===== src/sbm_cfg.svh =====
`ifndef SBM_CFG_SVH
`define SBM_CFG_SVH

// ==========================================
// Register offsets (byte addresses)
`define SBM_OFS_STATUS   8'h00
`define SBM_OFS_CONTROL  8'h04
`define SBM_OFS_TXDATA   8'h08
`define SBM_OFS_RXDATA   8'h0C
`define SBM_OFS_DIVISOR  8'h10

// ==========================================
// Control field positions
`define SBM_CTL_START    0
`define SBM_CTL_BAUDSW   1
`define SBM_CTL_PULLUP   2
`define SBM_CTL_USBOE    3
`define SBM_CTL_DPOUT    4
`define SBM_CTL_DMOUT    5
`define SBM_CTL_RESET    6'h00

// ==========================================
// Timing
`define SBM_CLK_HZ       200000000
`define SBM_BAUD_FAST    115200
`define SBM_BAUD_4M      9600
`define SBM_BAUD_8M      19200
`define SBM_BAUD_16M     38400
`define SBM_BAUD_RC      9600
`define SBM_DIV(b)       (`SBM_CLK_HZ / (b))
`define SBM_UART_BITS    4'hA

`endif


===== src/sbm_pkg.sv =====
package sbm_pkg;

  typedef enum logic [1:0] {
    SBM_SRC_XTAL,
    SBM_SRC_EXT,
    SBM_SRC_RC
  } sbm_clk_src_t;

  typedef struct packed {
    logic         dm_in;
    logic         dp_in;
    logic         rx_valid;
    logic         tx_busy;
    logic         comm_active;
    logic         baud_fast;
    sbm_clk_src_t clk_src;
    logic         async_mode;
    logic         usb_mode;
    logic         serial_mode;
  } sbm_status_t;

  typedef struct packed {
    logic dm_out;
    logic dp_out;
    logic usb_oe;
    logic pullup_on;
    logic baud_switch;
    logic comm_start;
  } sbm_ctrl_t;

endpackage : sbm_pkg


===== src/sbm_boot_select.sv =====
// The implementer's own choices: register access over Avalon-MM and the address map.
`timescale 1ns/1ps
`include "sbm_cfg.svh"

// Overview of operation
// [RL1] Strap a high, b low enters serial write
// [RL2] Link strap high USB, low UART
// [RL3] Host holds framing strap until communication starts
// [RL4] Transmit pin low enables USB mode
// [RL5] UART mode drives data on transmit pin
// [RL6] UART mode receives data on framing pin
// [RL7] Pull-up control low connects, high disconnects
// [RL8] USB mode uses dedicated D+ and D-
// [RL9] Crystal source starts at 115200 bps
// [RL10] Start rate follows 4/8/16 MHz table
// [RL11] No oscillator present selects internal RC
// [RL12] RC starts 9600 then switches to 115200
// [RL13] Host should use crystal with security enabled
// [RL14] Unused pins keep user-mode initial states
// [RL15] Straps latched once at reset release
module sbm_boot_select (
  // Clock and reset
  input  wire logic        clk_i,
  input  wire logic        nrst_i,
  // Avalon-MM slave
  input  wire logic [7:0]  avs_address_i,
  input  wire logic        avs_read_i,
  input  wire logic        avs_write_i,
  input  wire logic [31:0] avs_writedata_i,
  input  wire logic [3:0]  avs_byteenable_i,
  output logic [31:0]      avs_readdata_o,
  output logic             avs_waitrequest_o,
  // Strap pins
  input  wire logic        boot_strap_a_i,
  input  wire logic        boot_strap_b_i,
  input  wire logic        link_select_strap_i,
  input  wire logic        framing_select_rx_pin_i,
  // Oscillator sense
  input  wire logic        osc_xtal_present_i,
  input  wire logic        osc_ext_present_i,
  input  wire logic [1:0]  osc_freq_code_i,
  // Transmit / USB select pin
  input  wire logic        tx_usb_select_pin_i,
  output logic             tx_usb_select_pin_o,
  output logic             tx_usb_select_pin_oe_n_o,
  // USB pins
  output logic             dplus_pullup_ctrl_n_o,
  input  wire logic        usb_dplus_pin_i,
  output logic             usb_dplus_pin_o,
  output logic             usb_dplus_pin_oe_n_o,
  input  wire logic        usb_dminus_pin_i,
  output logic             usb_dminus_pin_o,
  output logic             usb_dminus_pin_oe_n_o
);

  // ==========================================
  // Baud divisor lookup
  function automatic logic [15:0] baud_div(input sbm_pkg::sbm_clk_src_t src,
                                            input logic [1:0] code,
                                            input logic fast);
    logic [15:0] d;
    d = 16'(`SBM_DIV(`SBM_BAUD_FAST));
    unique case (src)
      sbm_pkg::SBM_SRC_XTAL: d = 16'(`SBM_DIV(`SBM_BAUD_FAST));
      sbm_pkg::SBM_SRC_EXT: begin
        unique case (code)
          2'h1:    d = 16'(`SBM_DIV(`SBM_BAUD_4M));
          2'h2:    d = 16'(`SBM_DIV(`SBM_BAUD_8M));
          2'h3:    d = 16'(`SBM_DIV(`SBM_BAUD_16M));
          default: d = 16'(`SBM_DIV(`SBM_BAUD_FAST));
        endcase
      end
      sbm_pkg::SBM_SRC_RC:
        d = fast ? 16'(`SBM_DIV(`SBM_BAUD_FAST)) : 16'(`SBM_DIV(`SBM_BAUD_RC));
      default: d = 16'(`SBM_DIV(`SBM_BAUD_FAST));
    endcase
    return d;
  endfunction : baud_div

  // ==========================================
  // Strap capture
  logic                  latched_reg;
  logic                  serial_reg;
  logic                  usb_reg;
  logic                  async_reg;
  sbm_pkg::sbm_clk_src_t src_reg;
  logic [1:0]            freq_reg;

  wire sbm_pkg::sbm_clk_src_t src_sense =
    osc_xtal_present_i ? sbm_pkg::SBM_SRC_XTAL :
    osc_ext_present_i  ? sbm_pkg::SBM_SRC_EXT  :
                         sbm_pkg::SBM_SRC_RC; // RL11

  always_ff @(posedge clk_i) begin
    if (!nrst_i) begin
      latched_reg <= 1'b0;
      serial_reg  <= 1'b0;
      usb_reg     <= 1'b0;
      async_reg   <= 1'b0;
      src_reg     <= sbm_pkg::SBM_SRC_RC;
      freq_reg    <= 2'h0;
    end else if (!latched_reg) begin // RL15
      latched_reg <= 1'b1;
      serial_reg  <= boot_strap_a_i && !boot_strap_b_i; // RL1
      usb_reg     <= link_select_strap_i && !tx_usb_select_pin_i; // RL2 RL4
      async_reg   <= framing_select_rx_pin_i; // RL3
      src_reg     <= src_sense;
      freq_reg    <= osc_freq_code_i;
    end
  end

  wire uart_mode = serial_reg && !usb_reg;
  wire usb_mode  = serial_reg && usb_reg;

  // ==========================================
  // Registers and bus
  sbm_pkg::sbm_ctrl_t   ctrl_reg;
  sbm_pkg::sbm_status_t status_w;
  logic                 ack_reg;
  logic [31:0]          rdata_reg;
  logic [31:0]          rdata_next;
  logic                 fast_reg;
  logic [15:0]          div_reg;

  wire req      = (avs_read_i || avs_write_i) && ack_reg;
  wire wr_fire  = avs_write_i && !avs_waitrequest_o;
  wire rd_fire  = avs_read_i && !avs_waitrequest_o;
  wire sel_ctl  = (avs_address_i == `SBM_OFS_CONTROL);
  wire sel_tx   = (avs_address_i == `SBM_OFS_TXDATA);
  wire sel_rx   = (avs_address_i == `SBM_OFS_RXDATA);
  wire wr_ctl   = wr_fire && sel_ctl && avs_byteenable_i[0];
  wire wr_tx    = wr_fire && sel_tx && avs_byteenable_i[0];
  wire rd_rx    = rd_fire && sel_rx;
  wire comm_on  = serial_reg && ctrl_reg.comm_start;
  wire uart_on  = uart_mode && async_reg && ctrl_reg.comm_start;

  // Request latched one cycle, answered the next
  always_ff @(posedge clk_i) begin
    if (!nrst_i) begin
      ack_reg <= 1'b1;
    end else begin
      ack_reg <= !req;
    end
  end

  always_ff @(posedge clk_i) begin
    if (!nrst_i) begin
      ctrl_reg <= sbm_pkg::sbm_ctrl_t'(`SBM_CTL_RESET);
    end else if (wr_ctl) begin
      ctrl_reg <= sbm_pkg::sbm_ctrl_t'(avs_writedata_i[`SBM_CTL_DMOUT:0]);
    end
  end

  // Fast rate sticks once requested with the RC source
  always_ff @(posedge clk_i) begin
    if (!nrst_i) begin
      fast_reg <= 1'b0;
      div_reg  <= 16'(`SBM_DIV(`SBM_BAUD_RC));
    end else begin
      fast_reg <= fast_reg || (ctrl_reg.baud_switch && src_reg == sbm_pkg::SBM_SRC_RC); // RL12
      div_reg  <= baud_div(src_reg, freq_reg, fast_reg); // RL9 RL10 RL12
    end
  end

  // ==========================================
  // UART transmitter
  logic [9:0] tx_shift_reg;
  logic [3:0] tx_cnt_reg;
  logic       tx_tick;
  wire        tx_busy  = (tx_cnt_reg != 4'h0);
  wire        tx_start = wr_tx && !tx_busy && uart_on;

  sbm_baud_tick u_tx_tick (
    .clk_i     (clk_i),
    .nrst_i    (nrst_i),
    .run_i     (tx_busy),
    .restart_i (tx_start),
    .half_i    (1'b0),
    .div_i     (div_reg),
    .tick_o    (tx_tick)
  );

  always_ff @(posedge clk_i) begin
    if (!nrst_i) begin
      tx_shift_reg <= 10'h3FF;
      tx_cnt_reg   <= 4'h0;
    end else if (tx_start) begin
      tx_shift_reg <= {1'b1, avs_writedata_i[7:0], 1'b0};
      tx_cnt_reg   <= `SBM_UART_BITS;
    end else if (tx_tick && tx_busy) begin
      tx_shift_reg <= {1'b1, tx_shift_reg[9:1]};
      tx_cnt_reg   <= tx_cnt_reg - 4'h1;
    end
  end

  // ==========================================
  // UART receiver
  logic       rx_prev_reg;
  logic       rx_busy_reg;
  logic [3:0] rx_idx_reg;
  logic [7:0] rx_shift_reg;
  logic [7:0] rx_data_reg;
  logic       rx_valid_reg;
  logic       rx_tick;
  wire        rx_in    = framing_select_rx_pin_i; // RL6
  wire        rx_start = uart_on && !rx_busy_reg && rx_prev_reg && !rx_in;
  wire        rx_last  = rx_tick && rx_busy_reg && (rx_idx_reg == `SBM_UART_BITS - 4'h1);
  wire        rx_done  = rx_last && rx_in;

  sbm_baud_tick u_rx_tick (
    .clk_i     (clk_i),
    .nrst_i    (nrst_i),
    .run_i     (rx_busy_reg),
    .restart_i (rx_start),
    .half_i    (1'b1),
    .div_i     (div_reg),
    .tick_o    (rx_tick)
  );

  always_ff @(posedge clk_i) begin
    if (!nrst_i) begin
      rx_prev_reg  <= 1'b1;
      rx_busy_reg  <= 1'b0;
      rx_idx_reg   <= 4'h0;
      rx_shift_reg <= 8'h00;
      rx_data_reg  <= 8'h00;
    end else begin
      rx_prev_reg <= rx_in;
      if (rx_start) begin
        rx_busy_reg <= 1'b1;
        rx_idx_reg  <= 4'h0;
      end else if (rx_tick && rx_busy_reg) begin
        rx_idx_reg <= rx_idx_reg + 4'h1;
        // False start bit aborts
        if ((rx_idx_reg == 4'h0 && rx_in) || rx_last) begin
          rx_busy_reg <= 1'b0;
        end
        if (rx_idx_reg != 4'h0 && !rx_last) begin
          rx_shift_reg <= {rx_in, rx_shift_reg[7:1]};
        end
        if (rx_done) begin
          rx_data_reg <= rx_shift_reg;
        end
      end
    end
  end

  // New byte wins over a read clear
  always_ff @(posedge clk_i) begin
    if (!nrst_i) begin
      rx_valid_reg <= 1'b0;
    end else begin
      rx_valid_reg <= rx_done || (rx_valid_reg && !rd_rx);
    end
  end

  // ==========================================
  // Read mux
  assign status_w = '{dm_in:       usb_dminus_pin_i,
                      dp_in:       usb_dplus_pin_i,
                      rx_valid:    rx_valid_reg,
                      tx_busy:     tx_busy,
                      comm_active: comm_on,
                      baud_fast:   fast_reg,
                      clk_src:     src_reg,
                      async_mode:  async_reg,
                      usb_mode:    usb_reg,
                      serial_mode: serial_reg};

  always_comb begin
    rdata_next = 32'h0000_0000;
    unique case (avs_address_i)
      `SBM_OFS_STATUS:  rdata_next = 32'(status_w);
      `SBM_OFS_CONTROL: rdata_next = 32'(ctrl_reg);
      `SBM_OFS_RXDATA:  rdata_next = {24'h00_0000, rx_data_reg};
      `SBM_OFS_DIVISOR: rdata_next = {16'h0000, div_reg};
      default:          rdata_next = 32'h0000_0000;
    endcase
  end

  always_ff @(posedge clk_i) begin
    if (!nrst_i) begin
      rdata_reg <= 32'h0000_0000;
    end else if (req) begin
      rdata_reg <= rdata_next;
    end
  end

  // ==========================================
  // Pin drivers
  always_ff @(posedge clk_i) begin
    if (!nrst_i) begin // RL14
      avs_waitrequest_o        <= 1'b1;
      avs_readdata_o           <= 32'h0000_0000;
      tx_usb_select_pin_o      <= 1'b1;
      tx_usb_select_pin_oe_n_o <= 1'b1;
      dplus_pullup_ctrl_n_o    <= 1'b1;
      usb_dplus_pin_o          <= 1'b0;
      usb_dplus_pin_oe_n_o     <= 1'b1;
      usb_dminus_pin_o         <= 1'b0;
      usb_dminus_pin_oe_n_o    <= 1'b1;
    end else begin
      avs_waitrequest_o        <= !req;
      avs_readdata_o           <= req ? rdata_next : rdata_reg;
      tx_usb_select_pin_o      <= tx_shift_reg[0]; // RL5
      tx_usb_select_pin_oe_n_o <= !uart_on; // RL5 RL14
      dplus_pullup_ctrl_n_o    <= !(usb_mode && ctrl_reg.pullup_on); // RL7
      usb_dplus_pin_o          <= ctrl_reg.dp_out; // RL8
      usb_dplus_pin_oe_n_o     <= !(usb_mode && ctrl_reg.usb_oe); // RL8
      usb_dminus_pin_o         <= ctrl_reg.dm_out; // RL8
      usb_dminus_pin_oe_n_o    <= !(usb_mode && ctrl_reg.usb_oe); // RL8
    end
  end

endmodule : sbm_boot_select


===== src/sbm_baud_tick.sv =====
`timescale 1ns/1ps
`include "sbm_cfg.svh"

module sbm_baud_tick (
  // Clock and reset
  input  wire logic        clk_i,
  input  wire logic        nrst_i,
  // Control
  input  wire logic        run_i,
  input  wire logic        restart_i,
  input  wire logic        half_i,
  input  wire logic [15:0] div_i,
  // Tick
  output logic             tick_o
);

  logic [15:0] cnt_reg;
  logic [15:0] cnt_next;
  logic        tick_next;
  wire         at_zero = (cnt_reg == 16'h0000);

  assign cnt_next  = restart_i ? (half_i ? {1'b0, div_i[15:1]} : div_i - 16'h0001)
                   : !run_i    ? cnt_reg
                   : at_zero   ? div_i - 16'h0001
                   :             cnt_reg - 16'h0001;
  assign tick_next = run_i && !restart_i && at_zero;

  always_ff @(posedge clk_i) begin
    if (!nrst_i) begin
      cnt_reg <= 16'h0000;
      tick_o  <= 1'b0;
    end else begin
      cnt_reg <= cnt_next;
      tick_o  <= tick_next;
    end
  end

endmodule : sbm_baud_tick


===== config.mk =====
export PLATFORM = sky130hd
export DESIGN_NAME = sbm_boot_select
export DESIGN_NICKNAME = d
export VERILOG_FILES = /design/src/sbm_pkg.sv /design/src/sbm_boot_select.sv /design/src/sbm_baud_tick.sv
export VERILOG_INCLUDE_DIRS = /design/src /design/src/src
export SDC_FILE = /design/constraint.sdc
export NUM_CORES = 1
export LEC_CHECK = 0
export BUFFER_PORTS_ARGS = -buffer_cell sky130_fd_sc_hd__buf_2
export CAP_MARGIN = 20
export CELL_PAD_IN_SITES_DETAIL_PLACEMENT = 0
export CELL_PAD_IN_SITES_GLOBAL_PLACEMENT = 1
export CORE_MARGIN = 2
export CORE_UTILIZATION = 42
export DETAILED_ROUTE_END_ITERATION = 16
export PLACE_DENSITY = 0.91
export SYNTH_ARGS = -nofsm -noshare
export SYNTH_HDL_FRONTEND = slang
export SYNTH_SLANG_ARGS = --single-unit

===== constraint.sdc =====
create_clock -name clk_i -period 2.75 [get_ports clk_i]
set_input_delay 0.1375 -clock clk_i [delete_from_list [all_inputs] [get_ports clk_i]]
set_output_delay 0.1375 -clock clk_i [all_outputs]
set_load 0.01 [all_outputs]

==> impl_metrics.tcl <==
set metrics [dict create \
    ys_warn_count 0 \
    grt.overflow.total 0 \
    die_w_um 122.3 \
    drc 0 \
    fmax_mhz 415.4 \
    grt_max_degree 31 \
    maxCapViolations 0 \
    gp_congestion 0.9276 \
    antenna_found_initial 0 \
    insertion_delay_ps 420 \
    cts_buffer_depth 2 \
    ys_ff_latch 115 \
    min_from "usb_dplus_pin_i" \
    placed_cell_area_um2 6285 \
    met1_length_mm 6.856 \
    row_count 43 \
    power_w 0.004027 \
    power_density_nw_per_um2 578.0 \
    top_layer "met4" \
    wire_per_inst_um 16.61 \
    crit_start "u_tx_tick.cnt_reg[4]" \
    hp-class "in2reg" \
    hpwlAfterDp_mm 10.87 \
    fin_area_um2 6968 \
    hold_violations 0 \
    setup-tns-final_ps 0 \
    cts_root_buffer "clkbuf_16" \
    holdWs_ps 29.62 \
    synth_top_area_cell "dfxtp_1" \
    worstPathMaxFanout 12 \
    synth_edf_count 0 \
    ctsResizeCount 0 \
    ys_types 63 \
    finalSetupViolations 0 \
    cp_data_required_time_ps 3060 \
    rsz0062_at_grt "false" \
    die_h_um 122.3 \
    cts.clk_slew.worst_paths_ps 60 \
    drive_gt1_share_pct 17.19 \
    synthCells 690 \
    synth_top_area_share_pct 39.17 \
    reg2reg_from "u_tx_tick.cnt_reg[4]" \
    cts_tree "built" \
    fin_nets 824 \
    initial_core_util_pct 42.68 \
    syn_area_um2 5878 \
    dieArea_um2 14960 \
    outcome "completed" \
    synthArstFlopShare_pct 0 \
    fin_worst_skew_ps 5.903 \
    drt_iter0_drc 390 \
    h-tree-depth 4 \
    peakVddDrop_uv 438.4 \
    via_count 5302 \
    cp.arrival_ps 2720 \
    grt_use_total_pct 21.50 \
    synth-main-ff-cell "dfxtp_1" \
    power.leakage_nw 2.811 \
    avgSynthCellArea_um2 8.519 \
    grt_pass1_wl_mm 25.01 \
    cts_buffers 17 \
    synthTopCellsByCount "dfxtp_1, nor2_1, nand2_1" \
    io_pins 99 \
    placed_cells 899 \
    cts.sinks 115 \
    coreArea_um2 13770 \
    critPathLaunchType "register" \
    drt-pass1-iter-count 5 \
    stdcell_count 942 \
    avgViaCountPerCell 5.628 \
    wirelength_mm 15.64 \
    post-synth-top-count-cell "dfxtp_1" \
    port_buffers 54 \
    slew_headroom_pct 32.07 \
    antennaDiodeCount 0 \
    tightest_slew_ps 1017 \
    period_needed_ps 2407 \
    synth.area.top_cells "dfxtp_1, mux2i_1, nor2_1" \
    dr_wl_met2_mm 7.416 \
    syn_to_final_growth_pct 18.54 \
    finalMaxSlewViolations 0 \
    wl_met3_um 880 \
    post-route-period-util_pct 87.53 \
    cp-end-kind "register" \
    synth-seq-area-share_pct 39.17 \
    path_class "reg2reg" \
    grt_pass1_vias 4975 \
    postRouteAntennaNets 0 \
]
## cell families (layout without fill, tap and decap cells)
group / after synthesis / after routing / synth area share (%)
XOR/XNOR: 19 / 19 / 2.831
multiplexers: 42 / 42 / 7.386
other: 1 / 17 / 0.06380
AND/OR/NAND/NOR: 250 / 250 / 21.73
AO/OA/AOI/OAI: 166 / 166 / 18.92
buffers and inverters: 82 / 138 / 6.705
adder cells (fa/ha/maj): 15 / 15 / 3.193
flip-flops: 115 / 115 / 39.17
## worst paths after layout
kind              slack [ps]                     to  cells past startpoint
setup / recovery         340  u_tx_tick.cnt_reg[11]                      6
hold / removal            30      avs_readdata_o[9]                      3
setup reg to reg         340  u_tx_tick.cnt_reg[11]                      6
hold reg to reg          440  dplus_pullup_ctrl_n_o                      1
## power breakdown
part	leakage (nW)	switching [W]	total [W]	internal [W]
registers	0.931	0.0000345	0.00172	0.00169
logic	1.62	0.000138	0.000226	0.0000878
clock network	0.257	0.000795	0.00208	0.00128
total	2.81	0.000968	0.00403	0.00306
## stage by stage
step                util, %  worst slack [ps]
floorplan                 -             484.3
global placement      45.63             404.1
detailed placement    45.63             368.2
CTS                   50.59             343.9
global route          50.59             233.1
finish                50.59             342.8
## repair_timing
| item | in CTS | in global routing |
|---|---|---|
| setup buffers | 0 | 0 |
| hold buffers | 12 | 0 |
| endpoints found under the setup margin | 0 | 0 |
| endpoints found under the hold margin | 16 | 0 |
## worst max-delay path, stage by stage, from the launching register on
cell and delay [ps]:
dfxtp_1 350, or4_1 730, nor4_4 390, buf_4 250
a21o_1 200, o21ai_0 120, a32o_1 260
## layer usage
metal	vias up	track usage, %
met2	220	34.86
met3	32	4.693
met5	-	0
met1	2464	27.23
li1	2586	-
met4	0	9.986
## cell usage in the layout, fill, tap and decap left out, drive strengths merged, types with 4 or more instances in the layout
cell / n
a21oi: 43
and2: 8
nand4: 6
or3: 9
xnor2: 11
nor4b: 4
mux2i: 31
nor2b: 5
dfxtp: 115
nand2: 60
o31ai: 5
clkinvlp: 6
nor3: 24
o22ai: 5
a221o: 6
o21ai: 29
inv: 19
o32ai: 6
mux2: 11
a21o: 6
a32o: 5
a211oi: 10
a22oi: 17
dlygate4sd3: 12
nor3b: 9
ha: 15
o211ai: 7
buf: 77
or4: 6
xor2: 8
clkbuf: 20
nand2b: 9
nor4: 12
nand4b: 4
conb: 17
nand3: 13
nor2: 71
a31oi: 8
## cell type report
type	count	area [um2]
repair buffers	89	563.0
clock buffers	20	456.7
multi-input cells	509	3247
fillers	1282	6805
well taps	180	225.2
inverters	18	67.56
flip-flops and latches	115	2302
clock inverters	11	106.4
No activity file was read; power rests on OpenSTA's default activity.
